--- config.mk ---
export PLATFORM = sky130hd
export DESIGN_NAME = fro_top
export DESIGN_NICKNAME = d
export VERILOG_FILES = /design/src/fro_pkg.sv /design/src/fro_top.sv
export VERILOG_INCLUDE_DIRS = /design/src
export SDC_FILE = /design/constraint.sdc
export NUM_CORES = 1
export LEC_CHECK = 0
export BUFFER_PORTS_ARGS = -buffer_cell sky130_fd_sc_hd__clkbuf_2
export CAP_MARGIN = 5
export CORE_MARGIN = 5
export CORE_UTILIZATION = 40
export CTS_BUF_LIST = sky130_fd_sc_hd__clkbuf_8 sky130_fd_sc_hd__clkbuf_16
export DETAILED_ROUTE_END_ITERATION = 10
export GPL_TIMING_DRIVEN = 0
export HOLD_SLACK_MARGIN = 0.02
export SYNTH_ARGS = -nofsm -noshare
export SYNTH_HDL_FRONTEND = slang
export SYNTH_SLANG_ARGS = --single-unit
export TNS_END_PERCENT = 10
--- constraint.sdc ---
create_clock -name mclk -period 3.1 [get_ports mclk]
set_input_delay 0.465 -clock mclk [delete_from_list [all_inputs] [get_ports mclk]]
set_output_delay 0.465 -clock mclk [all_outputs]
set_load 0.01 [all_outputs]
--- src/fro_map.svh ---
`ifndef FRO_MAP_SVH
`define FRO_MAP_SVH

// register addresses
`define FRO_ADDR_STATUS     8'h0b
`define FRO_ADDR_FILTER     8'h2c
`define FRO_ADDR_POWER      8'h2d
`define FRO_ADDR_MAP_A      8'h2a
`define FRO_ADDR_MAP_B      8'h2b
`define FRO_ADDR_DATA_LO_A  8'h08
`define FRO_ADDR_DATA_LO_B  8'h0a
`define FRO_ADDR_DATA_HI_A  8'h0e
`define FRO_ADDR_DATA_HI_B  8'h15

// event_status bit positions
`define FRO_ST_DRDY         0
`define FRO_ST_FIFO_RDY     1
`define FRO_ST_WM           2
`define FRO_ST_OVR          3
`define FRO_ST_MOTION       4
`define FRO_ST_STILL        5
`define FRO_SRC_W           6

// control bit positions
`define FRO_MAP_POL_BIT     7
`define FRO_FILT_TRIG_BIT   3
`define FRO_PWR_CLK_BIT     6

// reset values
`define FRO_RST_MAP         8'h00
`define FRO_RST_FILTER      8'h00
`define FRO_RST_POWER       8'h00
`define FRO_EMPTY_BYTE      8'h00

// buffer geometry
`define FRO_FIFO_W          16
`define FRO_FIFO_D          16
`define FRO_LVL_W           5

`endif

--- src/fro_pkg.sv ---
package fro_pkg;

    typedef struct packed {
        logic [1:0]  tag;
        logic [1:0]  sext;
        logic [11:0] data;
    } fro_word_t;

    typedef struct packed {
        logic [11:0] x;
        logic [11:0] y;
        logic [11:0] z;
        logic [11:0] temp;
    } fro_set_t;

    typedef struct packed {
        logic       oe;
        logic       o;
    } fro_pin_drv_t;

    // low two bits of the busy states are the entry's source tag
    typedef enum logic [2:0] {
        FRO_WR_X    = 3'b000,
        FRO_WR_Y    = 3'b001,
        FRO_WR_Z    = 3'b010,
        FRO_WR_T    = 3'b011,
        FRO_WR_IDLE = 3'b100
    } fro_wr_state_t;

endpackage

--- src/fro_top.sv ---
// Overview of operation
// - each entry leaves as two bytes, low byte first, then high byte
// - bits 11:0 hold the sample, bits 13:12 copy its sign bit
// - bits 15:14 tag the source: 00 x, 01 y, 10 z, 11 temperature
// - bytes read beyond an empty buffer return zero
// - each set is stored x, y, z, then temperature if enabled
// - entries that do not fit are dropped, leaving a partial set
// - space is freed one entry at a time as each entry is read
// - each source routes to either pin; a pin ORs its routed sources
// - a pin with nothing routed, and both pins at reset, float
// - pins are active high unless the route map polarity bit is set
// - reading event_status clears motion and stillness flags
// - reading a sample data register clears the data ready flag
// - buffer ready, watermark, overrun clear once reads remove the cause
// - outside clock select turns pin a into a clock input
// - outside trigger select turns pin b into a sample trigger input
// - a pin in its input role never drives an event level
// - status bit 4 flags motion, bit 5 flags stillness
// - status bit 0 is set while new sample data is waiting
// - new data during a data read sets the flag only after the read
// - a data read clears the flag at its start and holds it clear
// - status bit 2 is set while stored count reaches the threshold
// - status bit 1 is set while an entry waits at the output
// - status bit 3 flags lost data; cleared by a read or disable
`timescale 1ns/100ps
`default_nettype none
`include "fro_map.svh"

module fro_sync
(
    input  wire logic mclk,
    input  wire logic rst,
    input  wire logic pin_i,
    output logic      level
);
    logic s1_r;
    logic s2_r;
    logic s3_r;

    // a change counts once the second and third stages agree
    always_ff @(posedge mclk)
    begin
        if (rst)
        begin
            s1_r  <= 1'b0;
            s2_r  <= 1'b0;
            s3_r  <= 1'b0;
            level <= 1'b0;
        end
        else
        begin
            s1_r <= pin_i;
            s2_r <= s1_r;
            s3_r <= s2_r;
            if (s2_r == s3_r)
                level <= s3_r;
        end
    end
endmodule

module fro_fifo
#(
    parameter int WIDTH = 16,
    parameter int DEPTH = 16
)
(
    input  wire logic                       mclk,
    input  wire logic                       rst,
    input  wire logic                       flush,
    input  wire logic                       in_valid,
    output logic                            in_ready,
    input  wire logic [WIDTH-1:0]           in_data,
    output logic                            out_valid,
    input  wire logic                       out_ready,
    output logic [WIDTH-1:0]                out_data,
    output logic [$clog2(DEPTH):0]          level
);
    localparam int AW = $clog2(DEPTH);

    logic [WIDTH-1:0] mem [DEPTH];
    logic [AW-1:0]    wr_ptr_r;
    logic [AW-1:0]    rd_ptr_r;
    logic [AW:0]      cnt_r;
    wire              push = in_valid && in_ready;
    wire              pop  = out_valid && out_ready;

    assign in_ready  = (cnt_r != (AW+1)'(DEPTH));
    assign out_valid = (cnt_r != '0);
    assign out_data  = mem[rd_ptr_r];
    assign level     = cnt_r;

    always_ff @(posedge mclk)
    begin
        if (push)
            mem[wr_ptr_r] <= in_data;
    end

    always_ff @(posedge mclk)
    begin
        if (rst || flush)
        begin
            wr_ptr_r <= '0;
            rd_ptr_r <= '0;
            cnt_r    <= '0;
        end
        else
        begin
            if (push)
                wr_ptr_r <= wr_ptr_r + 1'b1;
            if (pop)
                rd_ptr_r <= rd_ptr_r + 1'b1;
            cnt_r <= cnt_r + (AW+1)'(push) - (AW+1)'(pop);
        end
    end
endmodule

module fro_top
    import fro_pkg::*;
(
    input  wire logic                 mclk,
    input  wire logic                 rst,
    input  wire logic [7:0]           reg_addr,
    input  wire logic                 reg_wr,
    input  wire logic                 reg_rd,
    input  wire logic [7:0]           reg_wdata,
    output logic [7:0]                reg_rdata,
    input  wire logic                 fifo_byte_rd,
    input  wire logic                 data_rd_busy,
    input  wire logic                 fifo_en,
    input  wire logic                 temp_store_en,
    input  wire logic [`FRO_LVL_W-1:0] wm_level,
    input  wire logic                 sample_valid,
    input  wire fro_set_t             sample_set,
    input  wire logic                 motion_event,
    input  wire logic                 stillness_event,
    input  wire logic                 irq_pin_a_i,
    output logic                      irq_pin_a_o,
    output logic                      irq_pin_a_oe,
    input  wire logic                 irq_pin_b_i,
    output logic                      irq_pin_b_o,
    output logic                      irq_pin_b_oe,
    output logic                      outside_clock_tick,
    output logic                      sample_trigger,
    output logic [7:0]                filter_setup,
    output logic [7:0]                power_setup
);
    fro_wr_state_t   wr_state_r;
    fro_wr_state_t   wr_state_nxt;
    fro_set_t        set_r;
    logic            set_temp_r;
    logic [7:0]      pin_a_route_map;
    logic [7:0]      pin_b_route_map;
    logic            drdy_r;
    logic            drdy_pend_r;
    logic            hold_d_r;
    logic            motion_flag;
    logic            stillness_flag;
    logic            ovr_r;
    logic            fifo_rdy_r;
    logic            wm_r;
    logic            hi_phase_r;
    logic            had_word_r;
    logic            clk_lvl_d_r;
    logic            trg_lvl_d_r;
    logic            clk_lvl;
    logic            trg_lvl;
    logic            fifo_in_ready;
    logic            fifo_out_valid;
    logic [15:0]     fifo_out_data;
    logic [`FRO_LVL_W-1:0] fifo_level;
    fro_word_t       entry;
    fro_pin_drv_t    drv_a_nxt;
    fro_pin_drv_t    drv_b_nxt;

    wire wr_busy   = !wr_state_r[2];
    wire entry_sel_hi = wr_state_r[1];
    wire [11:0] cur_sample = entry_sel_hi
        ? (wr_state_r[0] ? set_r.temp : set_r.z)
        : (wr_state_r[0] ? set_r.y    : set_r.x);
    assign entry.tag  = wr_state_r[1:0];
    assign entry.sext = {2{cur_sample[11]}};
    assign entry.data = cur_sample;

    wire drop_entry = wr_busy && !fifo_in_ready;
    wire lo_read    = fifo_byte_rd && !hi_phase_r;
    wire hi_read    = fifo_byte_rd && hi_phase_r;
    wire fifo_pop   = hi_read && had_word_r;

    wire status_rd  = reg_rd && (reg_addr == `FRO_ADDR_STATUS);
    wire data_reg_rd = reg_rd &&
        (((reg_addr >= `FRO_ADDR_DATA_LO_A) &&
          (reg_addr <= `FRO_ADDR_DATA_LO_B)) ||
         ((reg_addr >= `FRO_ADDR_DATA_HI_A) &&
          (reg_addr <= `FRO_ADDR_DATA_HI_B)));
    wire data_hold  = data_rd_busy || data_reg_rd;
    wire hold_end   = hold_d_r && !data_hold;

    wire [`FRO_SRC_W-1:0] src = {stillness_flag, motion_flag, ovr_r,
                                 wm_r, fifo_rdy_r, drdy_r};
    wire [7:0] status_byte = {2'b00, src};
    wire clk_alt = power_setup[`FRO_PWR_CLK_BIT];
    wire trg_alt = filter_setup[`FRO_FILT_TRIG_BIT];
    wire clk_rise = clk_alt && clk_lvl && !clk_lvl_d_r;
    wire trg_rise = trg_alt && trg_lvl && !trg_lvl_d_r;
    wire map_a_any = |pin_a_route_map[`FRO_SRC_W-1:0];
    wire map_b_any = |pin_b_route_map[`FRO_SRC_W-1:0];
    wire act_a = |(src & pin_a_route_map[`FRO_SRC_W-1:0]);
    wire act_b = |(src & pin_b_route_map[`FRO_SRC_W-1:0]);

    wire pol_a = pin_a_route_map[`FRO_MAP_POL_BIT];
    wire pol_b = pin_b_route_map[`FRO_MAP_POL_BIT];
    assign drv_a_nxt.o  = act_a ^ pol_a;
    assign drv_b_nxt.o  = act_b ^ pol_b;
    assign drv_a_nxt.oe = map_a_any && !clk_alt;
    assign drv_b_nxt.oe = map_b_any && !trg_alt;

    wire [7:0] fifo_byte = hi_phase_r
        ? (had_word_r ? fifo_out_data[15:8] : `FRO_EMPTY_BYTE)
        : (fifo_out_valid ? fifo_out_data[7:0] : `FRO_EMPTY_BYTE);
    wire [7:0] reg_byte =
        (reg_addr == `FRO_ADDR_STATUS) ? status_byte :
        (reg_addr == `FRO_ADDR_FILTER) ? filter_setup :
        (reg_addr == `FRO_ADDR_POWER)  ? power_setup :
        (reg_addr == `FRO_ADDR_MAP_A)  ? pin_a_route_map :
        (reg_addr == `FRO_ADDR_MAP_B)  ? pin_b_route_map : 8'h00;

    fro_fifo #(
        .WIDTH (`FRO_FIFO_W),
        .DEPTH (`FRO_FIFO_D)
    ) u_fifo (
        .mclk      (mclk),
        .rst       (rst),
        .flush     (!fifo_en),
        .in_valid  (wr_busy),
        .in_ready  (fifo_in_ready),
        .in_data   (entry),
        .out_valid (fifo_out_valid),
        .out_ready (fifo_pop),
        .out_data  (fifo_out_data),
        .level     (fifo_level)
    );

    fro_sync u_sync_a (
        .mclk  (mclk),
        .rst   (rst),
        .pin_i (irq_pin_a_i),
        .level (clk_lvl)
    );

    fro_sync u_sync_b (
        .mclk  (mclk),
        .rst   (rst),
        .pin_i (irq_pin_b_i),
        .level (trg_lvl)
    );

    // one entry per cycle; a set is never interrupted by the next
    always_comb
    begin
        wr_state_nxt = wr_state_r;
        unique case (wr_state_r)
            FRO_WR_IDLE:
                if (sample_valid && fifo_en)
                    wr_state_nxt = FRO_WR_X;
            FRO_WR_X:
                wr_state_nxt = FRO_WR_Y;
            FRO_WR_Y:
                wr_state_nxt = FRO_WR_Z;
            FRO_WR_Z:
                wr_state_nxt = set_temp_r ? FRO_WR_T : FRO_WR_IDLE;
            FRO_WR_T:
                wr_state_nxt = FRO_WR_IDLE;
            default:
                wr_state_nxt = FRO_WR_IDLE;
        endcase
        if (!fifo_en)
            wr_state_nxt = FRO_WR_IDLE;
    end

    always_ff @(posedge mclk)
    begin
        if (rst)
        begin
            wr_state_r <= FRO_WR_IDLE;
            set_r      <= '0;
            set_temp_r <= 1'b0;
        end
        else
        begin
            wr_state_r <= wr_state_nxt;
            if (!wr_busy && sample_valid)
            begin
                set_r      <= sample_set;
                set_temp_r <= temp_store_en;
            end
        end
    end

    always_ff @(posedge mclk)
    begin
        if (rst)
        begin
            filter_setup    <= `FRO_RST_FILTER;
            power_setup     <= `FRO_RST_POWER;
            pin_a_route_map <= `FRO_RST_MAP;
            pin_b_route_map <= `FRO_RST_MAP;
        end
        else if (reg_wr)
        begin
            if (reg_addr == `FRO_ADDR_FILTER)
                filter_setup <= reg_wdata;
            if (reg_addr == `FRO_ADDR_POWER)
                power_setup <= reg_wdata;
            if (reg_addr == `FRO_ADDR_MAP_A)
                pin_a_route_map <= reg_wdata;
            if (reg_addr == `FRO_ADDR_MAP_B)
                pin_b_route_map <= reg_wdata;
        end
    end

    // byte readout: low byte first, entry popped on its high byte
    always_ff @(posedge mclk)
    begin
        if (rst)
        begin
            reg_rdata  <= 8'h00;
            hi_phase_r <= 1'b0;
            had_word_r <= 1'b0;
        end
        else
        begin
            if (fifo_byte_rd)
                reg_rdata <= fifo_byte;
            else if (reg_rd)
                reg_rdata <= reg_byte;
            if (!fifo_en)
            begin
                hi_phase_r <= 1'b0;
                had_word_r <= 1'b0;
            end
            else if (lo_read)
            begin
                hi_phase_r <= 1'b1;
                had_word_r <= fifo_out_valid;
            end
            else if (hi_read)
                hi_phase_r <= 1'b0;
        end
    end

    // event flags; a setting event wins over a clear in the same cycle
    always_ff @(posedge mclk)
    begin
        if (rst)
        begin
            motion_flag    <= 1'b0;
            stillness_flag <= 1'b0;
            ovr_r          <= 1'b0;
            fifo_rdy_r     <= 1'b0;
            wm_r           <= 1'b0;
        end
        else
        begin
            if (motion_event)
                motion_flag <= 1'b1;
            else if (status_rd)
                motion_flag <= 1'b0;
            if (stillness_event)
                stillness_flag <= 1'b1;
            else if (status_rd)
                stillness_flag <= 1'b0;
            if (drop_entry)
                ovr_r <= 1'b1;
            else if (fifo_pop || !fifo_en)
                ovr_r <= 1'b0;
            fifo_rdy_r <= fifo_out_valid;
            wm_r       <= (fifo_level >= wm_level);
        end
    end

    // data ready is held clear for the whole data read
    always_ff @(posedge mclk)
    begin
        if (rst)
        begin
            drdy_r      <= 1'b0;
            drdy_pend_r <= 1'b0;
            hold_d_r    <= 1'b0;
        end
        else
        begin
            hold_d_r <= data_hold;
            if (data_hold)
            begin
                drdy_r <= 1'b0;
                if (sample_valid)
                    drdy_pend_r <= 1'b1;
            end
            else if (hold_end)
            begin
                drdy_r      <= drdy_pend_r || sample_valid;
                drdy_pend_r <= 1'b0;
            end
            else if (sample_valid)
                drdy_r <= 1'b1;
        end
    end

    // pins and alternate inputs
    always_ff @(posedge mclk)
    begin
        if (rst)
        begin
            irq_pin_a_o        <= 1'b0;
            irq_pin_a_oe       <= 1'b0;
            irq_pin_b_o        <= 1'b0;
            irq_pin_b_oe       <= 1'b0;
            clk_lvl_d_r        <= 1'b0;
            trg_lvl_d_r        <= 1'b0;
            outside_clock_tick <= 1'b0;
            sample_trigger     <= 1'b0;
        end
        else
        begin
            irq_pin_a_o  <= drv_a_nxt.o;
            irq_pin_a_oe <= drv_a_nxt.oe;
            irq_pin_b_o  <= drv_b_nxt.o;
            irq_pin_b_oe <= drv_b_nxt.oe;
            clk_lvl_d_r  <= clk_lvl;
            trg_lvl_d_r  <= trg_lvl;
            outside_clock_tick <= clk_rise;
            sample_trigger <= trg_rise;
        end
    end
endmodule

`default_nettype wire

== After elaboration in Yosys (flattened, before gate mapping) ==
Memories as Yosys holds them, arrays and structs flattened. A register that Yosys moved wholly into a read port is not among the register bits.
Index checks and enable logic that the tools add are counted.
Cells by class
  add/sub/neg operators: 4
  order comparisons: 5
  reductions and logical operators: 53
  bitwise operators: 5
  eq/ne operators: 13
  mux-type cells: 31
Operators with widths (number)
  two-way mux 8 bit: 10
  two-way mux 12 bit: 3
  == test 8 x 6 -> 1 bit (second input constant): 4
  OR reduction 6 bit: 4
  logical AND 1 bit: 19
  >= comparator 8 x 4 -> 1 bit (second input constant): 2
  nonzero test 2 bit: 7
  two-way mux 1 bit: 13
  bitwise AND 6 bit: 2
  one-hot mux 3 bit (4 select lines): 1
  AND reduction 2 bit: 5
  zero test 1 bit: 9
  adder 4 x 1 -> 4 bit (second input constant): 2
  == test 8 x 4 -> 1 bit (second input constant): 1
  <= comparator 8 x 4 -> 1 bit (second input constant): 1
  <= comparator 8 x 5 -> 1 bit (second input constant): 1
  two-way mux 4 bit: 2
  two-way mux 3 bit: 2
  adder 5 x 1 -> 5 bit: 1
  >= comparator 5 bit: 1
  logical OR 1 bit: 5
  inequality test 5 bit (second input constant): 1
  nonzero test 5 bit: 1
  subtractor 5 x 1 -> 5 bit: 1
  other kinds (9): 13
Storage, ports and cells
  bits of input ports: 82
  logic and storage cells: 152
  memories kept: 1
  bits in writable memories: 256
  register bits: 131
Memories
  u_fifo.mem: depth 16, width 16, rd ports 1, clocked after Yosys merged registers in 1, wr ports 1, RTL line fro_top.sv:80  | logic [WIDTH-1:0] mem [DEPTH];

== Longest topological paths before layout ==
  depth after elaboration: 9
  depth in mapped cells: 13
  mapped depth without buffers: 13

== Modules after synthesis ==
A second synthesis with hierarchy kept.
Unflattened totals
  cells, all modules: 1078
  area, all modules: 15637.5 um^2
By module, submodules not included
  fro_fifo: instances 1, area each 10596.4 um^2, cells an instance 506
  fro_top: instances 1, area each 4815.9 um^2, cells an instance 552
  fro_sync: instances 2, area each 112.6 um^2, cells an instance 10

== Worst setup path before layout ==
OpenSTA, ideal clock, no wires.
  kind: register to register
  start: register u_fifo.cnt_r[2], in the netlist u_fifo.level[2]
  end: memory u_fifo.mem[3][0], enable pin
  setup slack: 0.293 ns
  path buffers: 0
  arrival time: 2.404 ns
  data required time: 2.697 ns
  stages on the path, launching flop included: 7
  path through: dfxtp_1 -> inv_1 -> ha_1 -> nor3b_1 -> a21oi_1 -> nand2_1 -> nor3_1
Between the ends
  longest elaborated chain between the ends: 4
RTL lines
  start, declared: RTL line fro_top.sv:83  | logic [AW:0] cnt_r;
  start signal, assigned: RTL line fro_top.sv:112  | cnt_r <= cnt_r + (AW+1)'(push) - (AW+1)'(pop);
  inequality test 5 bit: RTL line fro_top.sv:87  | assign in_ready = (cnt_r != (AW+1)'(DEPTH));
  logical AND 1 bit: RTL line fro_top.sv:84  | wire push = in_valid && in_ready;
  named net u_fifo.push: RTL line fro_top.sv:84
  two-way mux 1 bit: RTL line fro_top.sv:94  | if (push)
  two-way mux 1 bit (implied by the code): RTL line fro_top.sv:95  | mem[wr_ptr_r] <= in_data;
  end, declared: RTL line fro_top.sv:80
The timed path passes the listed nets, and every way through them passes these cells.

== Worst setup path after layout ==
  start: register u_fifo.cnt_r[3], in the netlist u_fifo.level[3]
  end: memory u_fifo.mem[4][5], enable pin
The elaborated chain is that of the path after synthesis.

==> reports/results.tsv <==
metric	value	unit
status	completed	
holdBufCountCts	0	
layout_common_cells	224 x edfxtp_1, 153 x nand2_1, 135 x dfxtp_1	
cts_buffers	39	
finish.utilization	48.4	%
cts_tree	done	
holdCritPathClass	in2reg	
clk_latency	0.53	ns
synth_fa_ha_area_share	1.53	%
area_growth	19.5	%
period_needed	2.87	ns
cts_sinks	359	
synth_compound_area_share	6.43	%
synth-edff-count	224	
track_usage	18.1	%
worst_slew_pin_slew	0.911	ns
rsz0062_at_grt	false	
path_clk_slew	0.06	ns
clockBufferDepth	3	
grt.busiest_layer	met2	
grt_use_met1	26.8	%
ys_seq_area_share	65.6	%
rr_worst_depth	7	
relSlewSlack	39.1	%
drive_above_1_share	25.1	%
die_h	200	um
first_global_vias	9062	
via_per_inst	5.36	
gp_congestion	0.879	
grt_start_max_net_pins	18	
start_util	40.5	%
tns	0	ns
final_common_cell	edfxtp_1	
period_share	92.6	%
antenna_cells	0	
die_area	0.0398	mm2
io_pins	112	
setup_viol	0	
use_met2	28.5	%
drt-wirelength-per-cell	21.5	um
yosys-top-cells-area	edfxtp_1 47%, dfxtp_1 19%, mux4_2 9.4%, nand2_1 4.0%, a21oi_1 3.0%	
cts_max_level	2	
drv_slew	0	
drt-pass1-iter-count	5	
antenna_found_initial	0	
synth_seq_cells	359	
p_per_area	589	mW/mm2
syn_nets	1113	
synth_top_family_by_area	multiplexers	
yosys.area.top_type	edfxtp_1	
num_vias	8984	
grt_pass1_wl	54900	um
crit_path_max_fanout	8	
port_buffers	110	
route.detailed.drc	0	
ys.flop_type	edfxtp_1	
post-synth-top-area-fraction	46.8	%
die_w	200	um
core_area	0.0355	mm2
synth_xor_area_share	0.670	%
maxCapViolations	0	
final_net_count	1285	
clock_skew	0.0180	ns
wirelength	36100	um
startpoint_type	register	
path_class	reg2reg	
drt_iter0_drc	682	
rows	69	
dpl.hpwl	26000	um
ys_types	57	
critPathRequiredTime	3.33	ns
end_kind	register	
cts-root-buf	clkbuf_16	
syn_avg_cell_area	14.2	um2
grt_use_met3	2.65	%
muxShareOfSynthArea	14.3	%
arrival	3.10	ns
synth_area	0.0144	mm2
hold_violations	0	
hold-path-cell-count	3	
peakVddDrop	0.421	mV
synth-simple-area-share	9.03	%
power_leakage	0.00610	uW
clock.fmax	0.349	GHz
overflow	0	
syn_inst	1014	
async_flop_share	0	%
ys_warn_count	0	
ant_nets	0	
==> flip-flops by register name, indices dropped and copies added, names as in the netlist, 3 cells and up, named ones only <==
register / cells
filter_setup: 8
pin_a_route_map: 8
pin_b_route_map: 8
power_setup: 8
reg_rdata: 8
set_r: 48
u_fifo.level: 5
u_fifo.mem: 224
u_fifo.rd_ptr_r: 4
u_fifo.wr_ptr_r: 4
wr_state_r: 3
==> worst paths after layout <==
| path | endpoint | slack (ns) | startpoint |
|---|---|---|---|
| worst max-delay path | u_fifo.mem[4][5] | 0.23 | u_fifo.level[3] |
| worst min-delay path | set_r[6] | 0.16 | sample_set[6] |
| worst min register to register | u_sync_a.s2_r | 0.44 | u_sync_a.s1_r |
| worst max register to register | u_fifo.mem[4][5] | 0.23 | u_fifo.level[3] |
==> synth_stat cells (all sizes together), types with 2 or more instances <==
master  number
clkbuf      32
o21ai        6
inv         13
a22oi       21
a22o         2
buf         27
and3b        2
nand2b       8
mux2         6
nor3        10
xor2         5
o311ai       2
or4          2
xnor2        6
nand2      153
or3          3
nand3b       2
ha          16
o311a        2
a21oi       86
nor2        69
and2         6
and3         3
mux4        73
edfxtp     224
nand3        5
a311oi       2
a221oi       3
nor2b       21
dfxtp      135
mux2i       30
nor3b        3
o22ai        6
a21o         6
a211oi       6
nand4        4
==> critical path, stage by stage, from the launching register on <==
cell and delay, ns:
dfxtp_1 0.38, inv_1 0.08, ha_1 0.17, nor3b_2 0.17, a21oi_1 0.56, nand2_1 0.31, nor2_2 0.66, buf_8 0.24
==> metrics by stage <==
| stage | power (uW) | instances | setup WS (ns) | instance area [um2] | hold slack [ns] |
|---|---|---|---|---|---|
| final | 10100 | 1677 | 0.231 | 17200 | 0.156 |
| after global routing | 10400 | 1677 | 0.00594 | 17200 | 0.147 |
| after detailed placement | 5640 | 1605 | -0.178 | 15900 | 0.441 |
| after CTS | 10200 | 1676 | 0.0225 | 17200 | 0.136 |
| after global placement | 5620 | 1585 | -1.49 | 15500 | 0.418 |
| after floorplan | 5460 | 1014 | 0.293 | 14400 | 0.414 |
==> routing by layer <==
layer	up-vias	routed length, um
li1	4154	-
met1	4520	16400
met2	258	17000
met3	52	1920
met4	0	744
met5	-	0
==> cell type report <==
cell class              instances  area, um2
multi-input cells             583       4660
clock buffers                  46       1090
plain buffers                  59        294
clock inverters                25        193
repair buffers                131        870
well taps                     461        577
inverters                      13       48.8
fillers                      3090      18300
flip-flops and latches        359       9430
==> cells by family (layout without fill, tap and decap cells) <==
| family | Yosys count | count (layout) |
|---|---|---|
| flip-flops | 359 | 359 |
| AND/OR/NAND/NOR | 295 | 295 |
| AO/OA/AOI/OAI | 151 | 151 |
| multiplexers | 109 | 109 |
| buffers and inverters | 72 | 274 |
| adder cells (fa/ha/maj) | 17 | 17 |
| XOR/XNOR | 11 | 11 |
==> where the power goes <==
group          internal (uW)  total [uW]  switching [uW]
combinational            136         371             235
sequential              5130        5170            34.2
clock                   2700        4580            1880
total                   7960       10100            2150
==> timing repair <==
| item | 4_1_cts | 5_1_grt |
|---|---|---|
| gates resized for setup | 2 | 2 |
| endpoints found under the setup margin | 1 | 1 |
| buffers inserted | 0 | 1 |
| pin swaps | 0 | 0 |
Power figures use the tool's default switching activity.
